File: src/exec_defs.sv
package exec_pkg;
    // status register bit positions
    localparam int FLAG_C = 0;
    localparam int FLAG_Z = 1;
    localparam int FLAG_N = 2;
    localparam int FLAG_V = 3;
    localparam int FLAG_S = 4;
    localparam int FLAG_H = 5;
    localparam int FLAG_T = 6;
    localparam int FLAG_I = 7;
    localparam logic [7:0] STATUS_RESET = 8'h00;
    localparam logic [15:0] PC_RESET = 16'h0000;
    // cycle counts
    localparam logic [1:0] CYC_ONE = 2'h1;
    localparam logic [1:0] CYC_MUL = 2'h2;
    localparam logic [1:0] CYC_INDIRECT_JUMP = 2'h2;
    localparam logic [1:0] CYC_INDIRECT_CALL = 2'h3;
    localparam logic [1:0] CYC_TAKEN = 2'h2;
    localparam logic [1:0] CYC_SKIP_ONE = 2'h2;
    localparam logic [1:0] CYC_SKIP_TWO = 2'h3;
    // program counter steps
    localparam logic [15:0] PC_STEP = 16'h0001;
    localparam logic [15:0] SKIP_ONE_WORD = 16'h0002;
    localparam logic [15:0] SKIP_TWO_WORD = 16'h0003;

    typedef enum logic [4:0] {
        op_none,
        op_mul_signed_by_unsigned,
        op_frac_mul_unsigned,
        op_frac_mul_signed,
        op_frac_mul_signed_by_unsigned,
        op_indirect_jump,
        op_indirect_call,
        op_compare_skip_equal,
        op_compare_immediate,
        op_skip_reg_bit_clear,
        op_skip_reg_bit_set,
        op_skip_io_bit_clear,
        op_skip_io_bit_set,
        op_branch_flag_set,
        op_branch_flag_clear,
        op_branch_signed_ge,
        op_branch_signed_less,
        op_branch_same_or_higher,
        op_branch_lower,
        op_branch_half_carry_set,
        op_branch_half_carry_clear,
        op_branch_transfer_bit_set,
        op_branch_transfer_bit_clear,
        op_branch_overflow_set
    } op_t;

    typedef struct packed {
        op_t op;
        logic [15:0] pc;
        logic [7:0] rd;
        logic [7:0] rr;
        logic [7:0] imm;
        logic [7:0] io_value;
        logic [2:0] bit_sel;
        logic [6:0] offset;
        logic [15:0] z_pointer;
        logic next_two_word;
    } cmd_t;

    typedef struct packed {
        logic [15:0] pc_next;
        logic pair_write;
        logic [15:0] pair_value;
        logic status_write;
        logic [7:0] status_value;
        logic push_en;
        logic [15:0] push_addr;
    } result_t;
endpackage : exec_pkg

File: src/mult_unit.sv
`timescale 1ns/100ps
module mult_unit (
    input wire logic [7:0] a,
    input wire logic [7:0] b,
    input wire logic a_signed,
    input wire logic b_signed,
    input wire logic frac,
    output logic [15:0] product,
    output logic carry,
    output logic zero
);
    // nine-bit extension lets one signed multiplier cover all variants
    wire logic signed [8:0] a_ext = {a_signed & a[7], a};
    wire logic signed [8:0] b_ext = {b_signed & b[7], b};
    wire logic signed [17:0] full = a_ext * b_ext;
    wire logic [15:0] raw = full[15:0];
    // carry is taken before the shift
    assign carry = raw[15];
    assign product = frac ? {raw[14:0], 1'b0} : raw;
    assign zero = (product == 16'h0000);
endmodule : mult_unit

File: src/branch_skip_multiply_exec.sv
`timescale 1ns/100ps
//
// Overview of operation
// - Signed-by-unsigned multiply writes the 16-bit product to the pair, sets Z and C, takes 2 cycles.
// - The three fractional multiplies shift the product left by one, set Z and C, take 2 cycles.
// - Indirect jump loads the pc from the pointer pair, keeps flags, takes 2 cycles.
// - Indirect call loads the pc from the pointer pair, keeps flags, takes 3 cycles.
// - Compare-skip-equal skips the next instruction when both registers match, keeping flags.
// - Compare-immediate subtracts the constant without write-back and sets Z, N, V, C, H in 1 cycle.
// - Register-bit skips skip when the chosen bit is clear, or set for the set variant.
// - I/O-bit skips skip when the chosen I/O bit is set, or clear for the clear variant.
// - Generic flag branches add offset plus one when the chosen flag is set or clear, in 1 or 2 cycles.
// - Signed ge branches on N xor V equal 0 and signed less on 1, in 1 or 2 cycles.
// - Same-or-higher branches on carry 0 and lower on carry 1, in 1 or 2 cycles.
// - Half-carry branches are taken on H set, or clear for the clear variant.
// - Transfer-bit branches are taken on T set, or clear for the clear variant.
// - Overflow branch is taken on V set, adding offset plus one, in 1 or 2 cycles.
module branch_skip_multiply_exec (
    input wire logic clk_sys,
    input wire logic rst_n,
    input wire logic cmd_valid,
    input wire exec_pkg::cmd_t cmd,
    input wire logic [7:0] status_in,
    output logic busy,
    output logic done,
    output exec_pkg::result_t res
);
    typedef enum logic {st_idle, st_run} state_t;

    state_t state;
    logic [1:0] cnt;

    function automatic logic pick(input logic [7:0] v, input logic [2:0] i);
        pick = v[i];
    endfunction : pick

    wire logic accept = cmd_valid && (state == st_idle);
    wire exec_pkg::op_t op = cmd.op;

    wire logic is_mul = (op == exec_pkg::op_mul_signed_by_unsigned);
    wire logic is_frac = (op == exec_pkg::op_frac_mul_unsigned)
        || (op == exec_pkg::op_frac_mul_signed)
        || (op == exec_pkg::op_frac_mul_signed_by_unsigned);
    wire logic any_mul = is_mul || is_frac;
    wire logic a_signed = is_mul
        || (op == exec_pkg::op_frac_mul_signed)
        || (op == exec_pkg::op_frac_mul_signed_by_unsigned);
    wire logic b_signed = (op == exec_pkg::op_frac_mul_signed);

    wire logic [15:0] mul_product;
    wire logic mul_carry;
    wire logic mul_zero;

    mult_unit u_mult (
        .a(cmd.rd),
        .b(cmd.rr),
        .a_signed(a_signed),
        .b_signed(b_signed),
        .frac(is_frac),
        .product(mul_product),
        .carry(mul_carry),
        .zero(mul_zero)
    );

    wire logic [7:0] cd = cmd.rd;
    wire logic [7:0] ck = cmd.imm;
    wire logic [7:0] cr = cd - ck;
    wire logic cmp_h = (~cd[3] & ck[3]) | (ck[3] & cr[3]) | (cr[3] & ~cd[3]);
    wire logic cmp_c = (~cd[7] & ck[7]) | (ck[7] & cr[7]) | (cr[7] & ~cd[7]);
    wire logic cmp_v = (cd[7] & ~ck[7] & ~cr[7]) | (~cd[7] & ck[7] & cr[7]);
    wire logic cmp_n = cr[7];
    wire logic cmp_z = (cr == 8'h00);

    wire logic fc = status_in[exec_pkg::FLAG_C];
    wire logic fv = status_in[exec_pkg::FLAG_V];
    wire logic fn = status_in[exec_pkg::FLAG_N];
    wire logic fh = status_in[exec_pkg::FLAG_H];
    wire logic ft = status_in[exec_pkg::FLAG_T];
    wire logic flag_sel = pick(status_in, cmd.bit_sel);
    wire logic reg_bit = pick(cmd.rr, cmd.bit_sel);
    wire logic io_bit = pick(cmd.io_value, cmd.bit_sel);

    wire logic is_skip = (op == exec_pkg::op_compare_skip_equal)
        || (op == exec_pkg::op_skip_reg_bit_clear)
        || (op == exec_pkg::op_skip_reg_bit_set)
        || (op == exec_pkg::op_skip_io_bit_clear)
        || (op == exec_pkg::op_skip_io_bit_set);
    wire logic skip_cond =
        ((op == exec_pkg::op_compare_skip_equal) && (cmd.rd == cmd.rr))
        || ((op == exec_pkg::op_skip_reg_bit_clear) && !reg_bit)
        || ((op == exec_pkg::op_skip_reg_bit_set) && reg_bit)
        || ((op == exec_pkg::op_skip_io_bit_clear) && !io_bit)
        || ((op == exec_pkg::op_skip_io_bit_set) && io_bit);

    wire logic br_generic =
        ((op == exec_pkg::op_branch_flag_set) && flag_sel)
        || ((op == exec_pkg::op_branch_flag_clear) && !flag_sel);
    // signed compares on n xor v
    wire logic br_signed =
        ((op == exec_pkg::op_branch_signed_ge) && ((fn ^ fv) == 1'b0))
        || ((op == exec_pkg::op_branch_signed_less) && ((fn ^ fv) == 1'b1));
    wire logic br_unsigned =
        ((op == exec_pkg::op_branch_same_or_higher) && !fc)
        || ((op == exec_pkg::op_branch_lower) && fc);
    wire logic br_ht =
        ((op == exec_pkg::op_branch_half_carry_set) && fh)
        || ((op == exec_pkg::op_branch_half_carry_clear) && !fh)
        || ((op == exec_pkg::op_branch_transfer_bit_set) && ft)
        || ((op == exec_pkg::op_branch_transfer_bit_clear) && !ft);
    wire logic br_ovf = (op == exec_pkg::op_branch_overflow_set) && fv;
    wire logic br_taken = br_generic || br_signed || br_unsigned
        || br_ht || br_ovf;
    wire logic is_branch = (op >= exec_pkg::op_branch_flag_set)
        && (op <= exec_pkg::op_branch_overflow_set);

    wire logic [15:0] pc_inc = cmd.pc + exec_pkg::PC_STEP;
    wire logic [15:0] br_target = pc_inc + {{9{cmd.offset[6]}}, cmd.offset};
    // skip distance follows the skipped instruction length
    wire logic [15:0] skip_step = cmd.next_two_word
        ? exec_pkg::SKIP_TWO_WORD : exec_pkg::SKIP_ONE_WORD;
    wire logic [15:0] skip_target = cmd.pc + skip_step;
    wire logic [1:0] skip_cycles = cmd.next_two_word
        ? exec_pkg::CYC_SKIP_TWO : exec_pkg::CYC_SKIP_ONE;

    logic [1:0] next_cycles;
    exec_pkg::result_t next_res;

    always_comb begin
        next_res = '0;
        next_res.pc_next = pc_inc;
        next_res.status_value = status_in;
        next_res.push_addr = pc_inc;
        next_cycles = exec_pkg::CYC_ONE;
        case (op)
            exec_pkg::op_mul_signed_by_unsigned,
            exec_pkg::op_frac_mul_unsigned,
            exec_pkg::op_frac_mul_signed,
            exec_pkg::op_frac_mul_signed_by_unsigned: begin
                // product to pair, z and c updated
                next_res.pair_write = 1'b1;
                next_res.pair_value = mul_product;
                next_res.status_write = 1'b1;
                next_res.status_value[exec_pkg::FLAG_Z] = mul_zero;
                next_res.status_value[exec_pkg::FLAG_C] = mul_carry;
                next_cycles = exec_pkg::CYC_MUL;
            end
            exec_pkg::op_indirect_jump: begin
                next_res.pc_next = cmd.z_pointer;
                next_cycles = exec_pkg::CYC_INDIRECT_JUMP;
            end
            exec_pkg::op_indirect_call: begin
                // pc from pointer pair, return address pushed
                next_res.pc_next = cmd.z_pointer;
                next_res.push_en = 1'b1;
                next_cycles = exec_pkg::CYC_INDIRECT_CALL;
            end
            exec_pkg::op_compare_immediate: begin
                // flags only; s kept consistent as n xor v
                next_res.status_write = 1'b1;
                next_res.status_value[exec_pkg::FLAG_Z] = cmp_z;
                next_res.status_value[exec_pkg::FLAG_N] = cmp_n;
                next_res.status_value[exec_pkg::FLAG_V] = cmp_v;
                next_res.status_value[exec_pkg::FLAG_C] = cmp_c;
                next_res.status_value[exec_pkg::FLAG_H] = cmp_h;
                next_res.status_value[exec_pkg::FLAG_S] = cmp_n ^ cmp_v;
            end
            default: begin
                if (is_skip && skip_cond) begin
                    // skip by 2 or 3 words
                    next_res.pc_next = skip_target;
                    next_cycles = skip_cycles;
                end else if (is_branch && br_taken) begin
                    // offset plus one on a taken branch
                    next_res.pc_next = br_target;
                    next_cycles = exec_pkg::CYC_TAKEN;
                end
            end
        endcase
    end

    always_ff @(posedge clk_sys or negedge rst_n) begin
        if (!rst_n) begin
            state <= st_idle;
            cnt <= 2'h0;
            busy <= 1'b0;
            done <= 1'b0;
            res <= '0;
        end else begin
            done <= 1'b0;
            case (state)
                st_idle: begin
                    if (accept) begin
                        res <= next_res;
                        cnt <= next_cycles - 2'h1;
                        if (next_cycles == exec_pkg::CYC_ONE) begin
                            done <= 1'b1;
                        end else begin
                            busy <= 1'b1;
                            state <= st_run;
                        end
                    end
                end
                st_run: begin
                    cnt <= cnt - 2'h1;
                    if (cnt == 2'h1) begin
                        done <= 1'b1;
                        busy <= 1'b0;
                        state <= st_idle;
                    end
                end
                default: begin
                    state <= st_idle;
                end
            endcase
        end
    end
endmodule : branch_skip_multiply_exec

File: config.mk
export PLATFORM = sky130hd
export DESIGN_NAME = branch_skip_multiply_exec
export DESIGN_NICKNAME = d
export VERILOG_FILES = /design/src/exec_defs.sv /design/src/mult_unit.sv /design/src/branch_skip_multiply_exec.sv
export SDC_FILE = /design/constraint.sdc
export NUM_CORES = 1
export LEC_CHECK = 0
export ABC_AREA = 1
export BUFFER_PORTS_ARGS = -buffer_cell sky130_fd_sc_hd__buf_4
export CORE_UTILIZATION = 37
export DETAILED_ROUTE_END_ITERATION = 8
export MAX_ROUTING_LAYER = met4
export SLEW_MARGIN = 25
export SYNTH_ARGS = -nofsm -noshare
export SYNTH_HDL_FRONTEND = slang
export SYNTH_SLANG_ARGS = --single-unit
File: constraint.sdc
create_clock -name clk_sys -period 2.2 [get_ports clk_sys]
set_input_delay 0.33 -clock clk_sys [delete_from_list [all_inputs] [get_ports clk_sys]]
set_output_delay 0.33 -clock clk_sys [all_outputs]
set_load 0.1 [all_outputs]
==> metrics, run 1 <==
Final ANT Viol Nets 0; maximum root-to-sink buffer count 2; post-synthesis cell area ~9100 sq um; clock slew at reported path FFs approximately 0.050 ns; met2 Use GR roughly two fifths; Yosys warnings 0; GR peak layer met2; Routed WL per cell 15.6 um; Syn Inst Count approximately 1400; leading post-synthesis cells by cell area nand2_1, dfrtp_1, fa_1, inv_1, ha_1; syn_area_per_cell approximately 6.7 sq um; global-route wire length before repair roughly 51000 um; Final #Nets ~1900; CP endpoint kind flop; Root Driver clkbuf_16; leak pwr approximately 7.7 nW; largest net degree at the start of global routing 73; Synth top area share 18.9%; dpl cell area about 13000 sq um; Final Slew Violations 0; number of DRC markers in iteration 0 ~570; placed insts just under 2000; status finished with violations; Placer Congestion about 0.9; worst setup margin -2.41 ns; Ports 152; vias in the first global route between 9000 and 10000; pre-CTS WS -2.81 ns; Die Width approximately 160 um; Worst setup endpoint res[18]; # port buffers 151; Post-synth ARST share 100%; grt ovf 0; slowest stage delay, CP ~0.53 ns; slew margin rel. 44.9%; Pre-antenna DRT Iters 5; CTS tree built; peak supply drop ~1.1 mV; Synth cell types 47; CP Class input pin to flop; area grow syn2layout 58.8%; Critical Path Source cmd[77]; clk sinks 64; design area between 10000 and 15000 sq um; Clock Latency Late Sink between 0.3 and 0.4 ns; Reg-to-Reg End res[26]; Vias/cell between 4 and 5; Placeable Area approximately 24000 sq um; Critical Path Slowest Stage Cell fa_1; skew final around 0.0044 ns; Total Wirelength 31900 um; critical path fanouts, max 6; crit path DAT approximately 4.9 ns; number of synthesized flops with an enable pin 0; antenna violations before repair 1; syn_nets between 1500 and 2000; grt met3 use under 10%; Fmax achieved between 200 and 250 MHz; Worst Reg-to-Reg Cells 5; R2R Path Start state; cell area power density approximately 1100 nW/um^2; die area 25300 sq um; total negative setup slack -28.65 ns; Synth Register Bits 64; # setup viols final 31; failing checks setup timing; maxcap violations 0; H-tree levels 3; RSZ-0062 raised after global routing yes; Post-DP HPWL about 26000 um; share of layout cells above drive strength 1 42.7%; # rows between 50 and 60; area leader, netlist nand2_1; flop-to-flop setup slack 0.33 ns; Total GRT Usage 26.1%; Final Hold Viols 0; Worst EP required 2.47 ns; most common cell in the netlist nand2_1; Final Non-Filler Cells 2047; DR vias ~9900; die height 159 um; Starting Density around 38%; Fillers 2201; final worst-path cycle share 210%; synth cell count leaders nand2_1, inv_1, nor2_1, nand3_1, ha_1; met1 usage between 30% and 40%; post-synthesis sequential area ratio between 15 and 20%; TritonCTS Buffers 9; Worst Tran Pin Value between 0.8 and 0.9 ns; minimum clock period around 4.6 ns; Worst Setup Start Kind input pin; top_reg_cell synth dfrtp_1; Hold Path Class input pin to asynchronous set/reset pin; DRC Markers 0
[cell usage in the layout, fill, tap and decap left out, types with 10 or more instances in the layout]
cell,netlist,layout
nand3_1,73,55
buf_4,1,340
nand3b_1,10,10
nand2_4,5,27
inv_2,12,43
nor2_1,99,71
ha_4,0,47
a21oi_1,40,17
nand2_2,4,55
nor2_2,4,17
nand4_1,16,16
inv_1,246,209
buf_6,6,33
dfrtp_1,64,64
a21oi_2,0,16
o21ai_2,1,17
a22oi_2,10,10
o21ai_0,46,26
xor2_1,25,12
nor2_4,6,21
nand2_1,458,385
nand3_2,2,17
clkbuf_16,0,10
ha_1,70,20
fa_1,66,58
[stage by stage]
step | util (%) | total power, mW | hold slack [ns]
5_1_grt | 59.7 | 16.3 | 0.177
6_report | 59.7 | 15.3 | 0.101
3_5_place_dp | 51.6 | 12.0 | 0.466
4_1_cts | 56.9 | 14.5 | 0.133
2_1_floorplan | - | 9.05 | 0.0344
3_3_place_gp | 51.6 | 12.0 | 0.465
[registers in the layout, summed over array words and instances (netlist names)]
| register | cells |
|---|---|
| done | 1 |
| state | 1 |
| busy | 1 |
| res | 59 |
| cnt | 2 |
[area by class of cell]
cell class	count	area [sq um]	share of cell area [%]
repair buffers	388	3190	22.1
diodes	1	2.50	0.0173
clock inverters	6	115	0.795
multi-input cells	994	7920	54.7
inverters	260	998	6.90
well taps	324	405	2.80
flip-flops and latches	64	1600	11.1
clock buffers	10	239	1.65
[critical path: cells and delay by family]
family          cells  cell delay, ns
compound gates      1            0.22
xor+xnor            1            0.18
fa+ha+maj           6            2.69
buf+inv             7            0.44
simple gates       15            1.00
[routing by layer]
layer  routed length [um]  part of all wire [%]  up-vias
li1                     -                     -     4889
met1                15100                    47     4670
met2                14400                    45      292
met3                 1650                   5.2       57
met4                  817                   2.6        0
met5                    0                     0        -
[logic make-up (layout without fill, tap and decap cells)]
logic type / count (synthesis) / in the layout / share of synthesized area (%)
XOR/XNOR: 36 / 36 / 3.46
AND/OR/NAND/NOR: 692 / 692 / 32.8
buffers and inverters: 300 / 664 / 13.2
other: 0 / 1 / 0
flip-flops: 64 / 64 / 17.6
AO/OA/AOI/OAI: 130 / 130 / 8.84
adder cells (fa/ha/maj): 136 / 136 / 24.1
[how the worst min path moves through the flow]
stage / startpoint / to / slack (ns) / depth (start not counted)
floorplan: rst_n / busy / 0.03 / 0
global placement: res[2] / res[2] / 0.46 / 2
detailed placement: res[2] / res[2] / 0.47 / 2
CTS: rst_n / cnt[1] / 0.13 / 1
global route: rst_n / res[29] / 0.18 / 1
finish: rst_n / res[42] / 0.10 / 1
[power breakdown]
part | internal [mW] | switching [mW] | leakage (nW)
registers | 1.66 | 0.334 | 0.808
clock network | 1.14 | 0.538 | 0.169
logic | 4.12 | 7.51 | 6.77
total | 6.93 | 8.38 | 7.75
[repair_timing]
| action | CTS | global route |
|---|---|---|
| pin swaps | 107 | 106 |
| buffers inserted | 37 | 21 |
| gates resized for setup | 150 | 144 |
| hold buffers | 0 | 0 |
| setup endpoints to repair | 36 | 37 |
| cloned | 0 | 1 |
No activity file was read; power rests on OpenSTA's default activity.
==> run 2: changes to the inputs <==
--- a/config.mk
+++ b/config.mk
@@ -13,4 +13,5 @@
 export SLEW_MARGIN = 25
 export SYNTH_ARGS = -nofsm -noshare
 export SYNTH_HDL_FRONTEND = slang
+export SYNTH_HIERARCHICAL = 1
 export SYNTH_SLANG_ARGS = --single-unit
==> metrics, run 2 <==
status finished with violations; failing checks setup timing; biggest regs res: 59 flops, cnt: 2 flops; CP endpoint kind flop; pre-CTS WS -3.19 ns (-0.382 ns); leak pwr 7.71 nW (-0.55%); # setup viols final 38 (+23%); die height 157 um (-1.1%); Worst setup endpoint res[18]; Worst Setup Start Kind input pin; share of layout cells above drive strength 1 39.9% (-2.8 points); grt ovf 0 (unchanged); TritonCTS Buffers 9 (unchanged); RSZ-0062 raised after global routing yes; number of DRC markers in iteration 0 513 (-11%); area leader, netlist dfrtp_1; maximum root-to-sink buffer count 2 (unchanged); Post-DP HPWL 24200 um (-6.0%); syn_area_per_cell 6.72 sq um (+0.14%); total power draw 15.0 mW (-2.0%); Vias/cell 4.88 (+0.73%); Final Slew Violations 0 (unchanged); area grow syn2layout 58.9% (about the same); Worst Tran Pin Value 0.549 ns (-0.277 ns); Final ANT Viol Nets 0 (unchanged); vias in the first global route 10200 (+3.7%); minimum clock period 4.94 ns (+0.322 ns); commonest non-fill, non-tap cells in the layout buf_4, nand2_1, inv_1, nor2_1, nand3_1; Clock power frac 10.6% (-0.4 points); final worst-path cycle share 224% (+15 points); slew margin rel. 63.4% (+18 points); Final Hold Viols 0 (unchanged); Pre-antenna DRT Iters 5 (unchanged); P_sw 8.32 mW (-0.71%); most common cell in the netlist nand2_1; commonest non-fill, non-tap cell in the layout buf_4; Total GRT Usage 27.2% (+1.1 points); Total Wirelength 32100 um (+0.57%); skew final 0.00830 ns (+0.00395 ns); post-synthesis cell area 8910 sq um (-2.3%); Ports 152 (unchanged); Post-synth ARST share 100% (unchanged); total negative setup slack -79.38 ns (-50.74 ns); crit path DAT 5.20 ns (+0.32 ns); Seq pwr share 13.5% (+0.5 points); flop-to-flop setup slack 0.58 ns (+0.25 ns); largest net degree at the start of global routing 72 (-1.4%); Critical Path Source cmd[78]; Synth Register Bits 64 (unchanged); Largest Register res; clock slew at reported path FFs 0.06 ns (about the same); Placeable Area 23500 sq um (-2.9%); top_reg_cell synth dfrtp_1; Worst EP required 2.47 ns (about the same); antenna violations before repair 0 (-1); leading post-synthesis cells by cell area dfrtp_1, nand2_1, fa_1, inv_1, ha_1; Clock Latency Late Sink 0.35 ns (+0.02 ns); global-route wire length before repair 50800 um (-0.14%); worst setup margin -2.74 ns (-0.322 ns); Pint 6.67 mW (-3.7%); # rows 56 (-1.8%); Hold Path Class input pin to flop; critical path fanouts, max 5 (-1); CP Class input pin to flop; DR vias 10000 (+1.2%); Final #Nets 1955 (+0.57%); Yosys warnings 6 (+6); Syn Inst Count 1325 (-2.4%); Fmax achieved 203 MHz (-6.5%); synth cell count leaders nand2_1, inv_1, nor2_1, nand3_1, fa_1; H-tree levels 3 (unchanged); post-synthesis sequential area ratio 18.0% (+0.41 points); Largest register FFs 59 (unchanged); most frequent CP cell fa_1; cell area power density 1060 nW/um^2 (+0.22%); Root Driver clkbuf_16; CTS tree built; peak supply drop 1.36 mV (+24%); clk sinks 64 (unchanged); Synth top area share 18.0% (-0.88 points); Comb pwr share 75.8% (-0.2 points); number of synthesized flops with an enable pin 0 (unchanged); # port buffers 151 (unchanged); Starting Density 37.8% (+0.24 points); die area 24700 sq um (-2.3%); Critical Path Slowest Stage Cell fa_1; Placer Congestion 0.974 (+5.0%); Routed WL per cell 15.6 um (about the same); Sw Ratio 55.5% (+0.74 points); ANT cells 0 (-1); Worst Reg-to-Reg Cells 8 (+3); R2R Path Start state; DRC Markers 0 (unchanged); slowest stage delay, CP 0.51 ns (-0.02 ns); Reg-to-Reg End res[56]; Die Width 157 um (-1.1%); Synth cell types 46 (-2.1%); syn_nets 1547 (-2.4%); maxcap violations 0 (unchanged)
run 2: cell count changes in the layout (fill, tap and decap cells not counted), sizes merged, moves of 7 or more:
cell    previous run  this run
nand3             78       105
a221oi             3        12
inv              261       222
a21oi             40        47
nand2            467       425
nor3               4        12
o21ai             53        44
xnor2             11        19
buf              387       440
or2                2        10
a22oi             13         2
run 2: final cells by class:
| type | instances | area [sq um] |
|---|---|---|
| multi-input combinational | 991 | 7220 |
| fill | 2205 | 9390 |
| clock inverter | 6 | 82.6 |
| sequential | 64 | 1600 |
| clock buffer | 10 | 239 |
| timing repair buffer | 441 | 3720 |
| tap | 319 | 399 |
| inverter | 226 | 891 |
run 2: how the worst min path moves through the flow:
stage / startpoint / endpoint / slack, ns / cells after the start
6_report: cmd[59] / res[0] / 0.23 / 2
4_1_cts: status_in[6] / res[23] / 0.22 / 3
3_3_place_gp: rst_n / res[28] / 0.35 / 1
2_1_floorplan: rst_n / busy / 0.03 / 0
5_1_grt: status_in[6] / res[23] / 0.25 / 3
3_5_place_dp: rst_n / res[29] / 0.35 / 1
run 2: logic make-up after synthesis:
| group | synth area share, % |
|---|---|
| xor+xnor | 4.82 |
| flops | 18.0 |
| buf+inv | 12.3 |
| fa+ha+maj | 24.0 |
| simple gates | 32.9 |
| compound gates | 8.02 |
run 2: power by group through the flow:
stage / Clock, mW / Combinational [mW] / Sequential (mW)
after detailed placement: 0 / 9.99 / 2.04
after CTS: 1.62 / 10.6 / 2.03
after global routing: 1.68 / 12.2 / 2.08
after floorplan: 0 / 3.60 / 5.33
final: 1.59 / 11.4 / 2.03
after global placement: 0 / 9.90 / 2.03
run 2: timing repair:
| item | in CTS | in global routing |
|---|---|---|
| pin swaps | 45 | 54 |
| cloned | 2 | 0 |
| setup buffers | 68 | 48 |
| endpoints found under the setup margin | 30 | 44 |
| hold endpoints to repair | 35 | 0 |
| gates resized for setup | 86 | 180 |
| hold buffers | 1 | 0 |
run 2: stage by stage:
step                hold slack [ns]  util [%]  std cells  cell area (sq um)
floorplan                    0.0344         -       1325               9390
global placement              0.355      51.9       1973              12200
detailed placement            0.351      51.9       1973              12200
CTS                           0.221      57.1       2054              13400
global route                  0.250      60.1       2057              14200
finish                        0.231      60.1       2057              14200
run 2: worst max-delay path: cells and delay by family:
family	cells	cell delay (ns)
AND/OR/NAND/NOR	17	1.55
AO/OA/AOI/OAI	2	0.20
buffers and inverters	7	0.47
adder cells (fa/ha/maj)	6	2.64
run 2: metal layers:
layer | part of all wire (%) | track usage [%] | wire, um | vias to the layer above
li1 | - | - | - | 4923
met1 | 44 | 33.4 | 14100 | 4818
met2 | 50 | 47.2 | 16100 | 238
met3 | 3.8 | 3.69 | 1220 | 50
met4 | 2.4 | 6.84 | 773 | 0
met5 | 0 | - | 0 | -
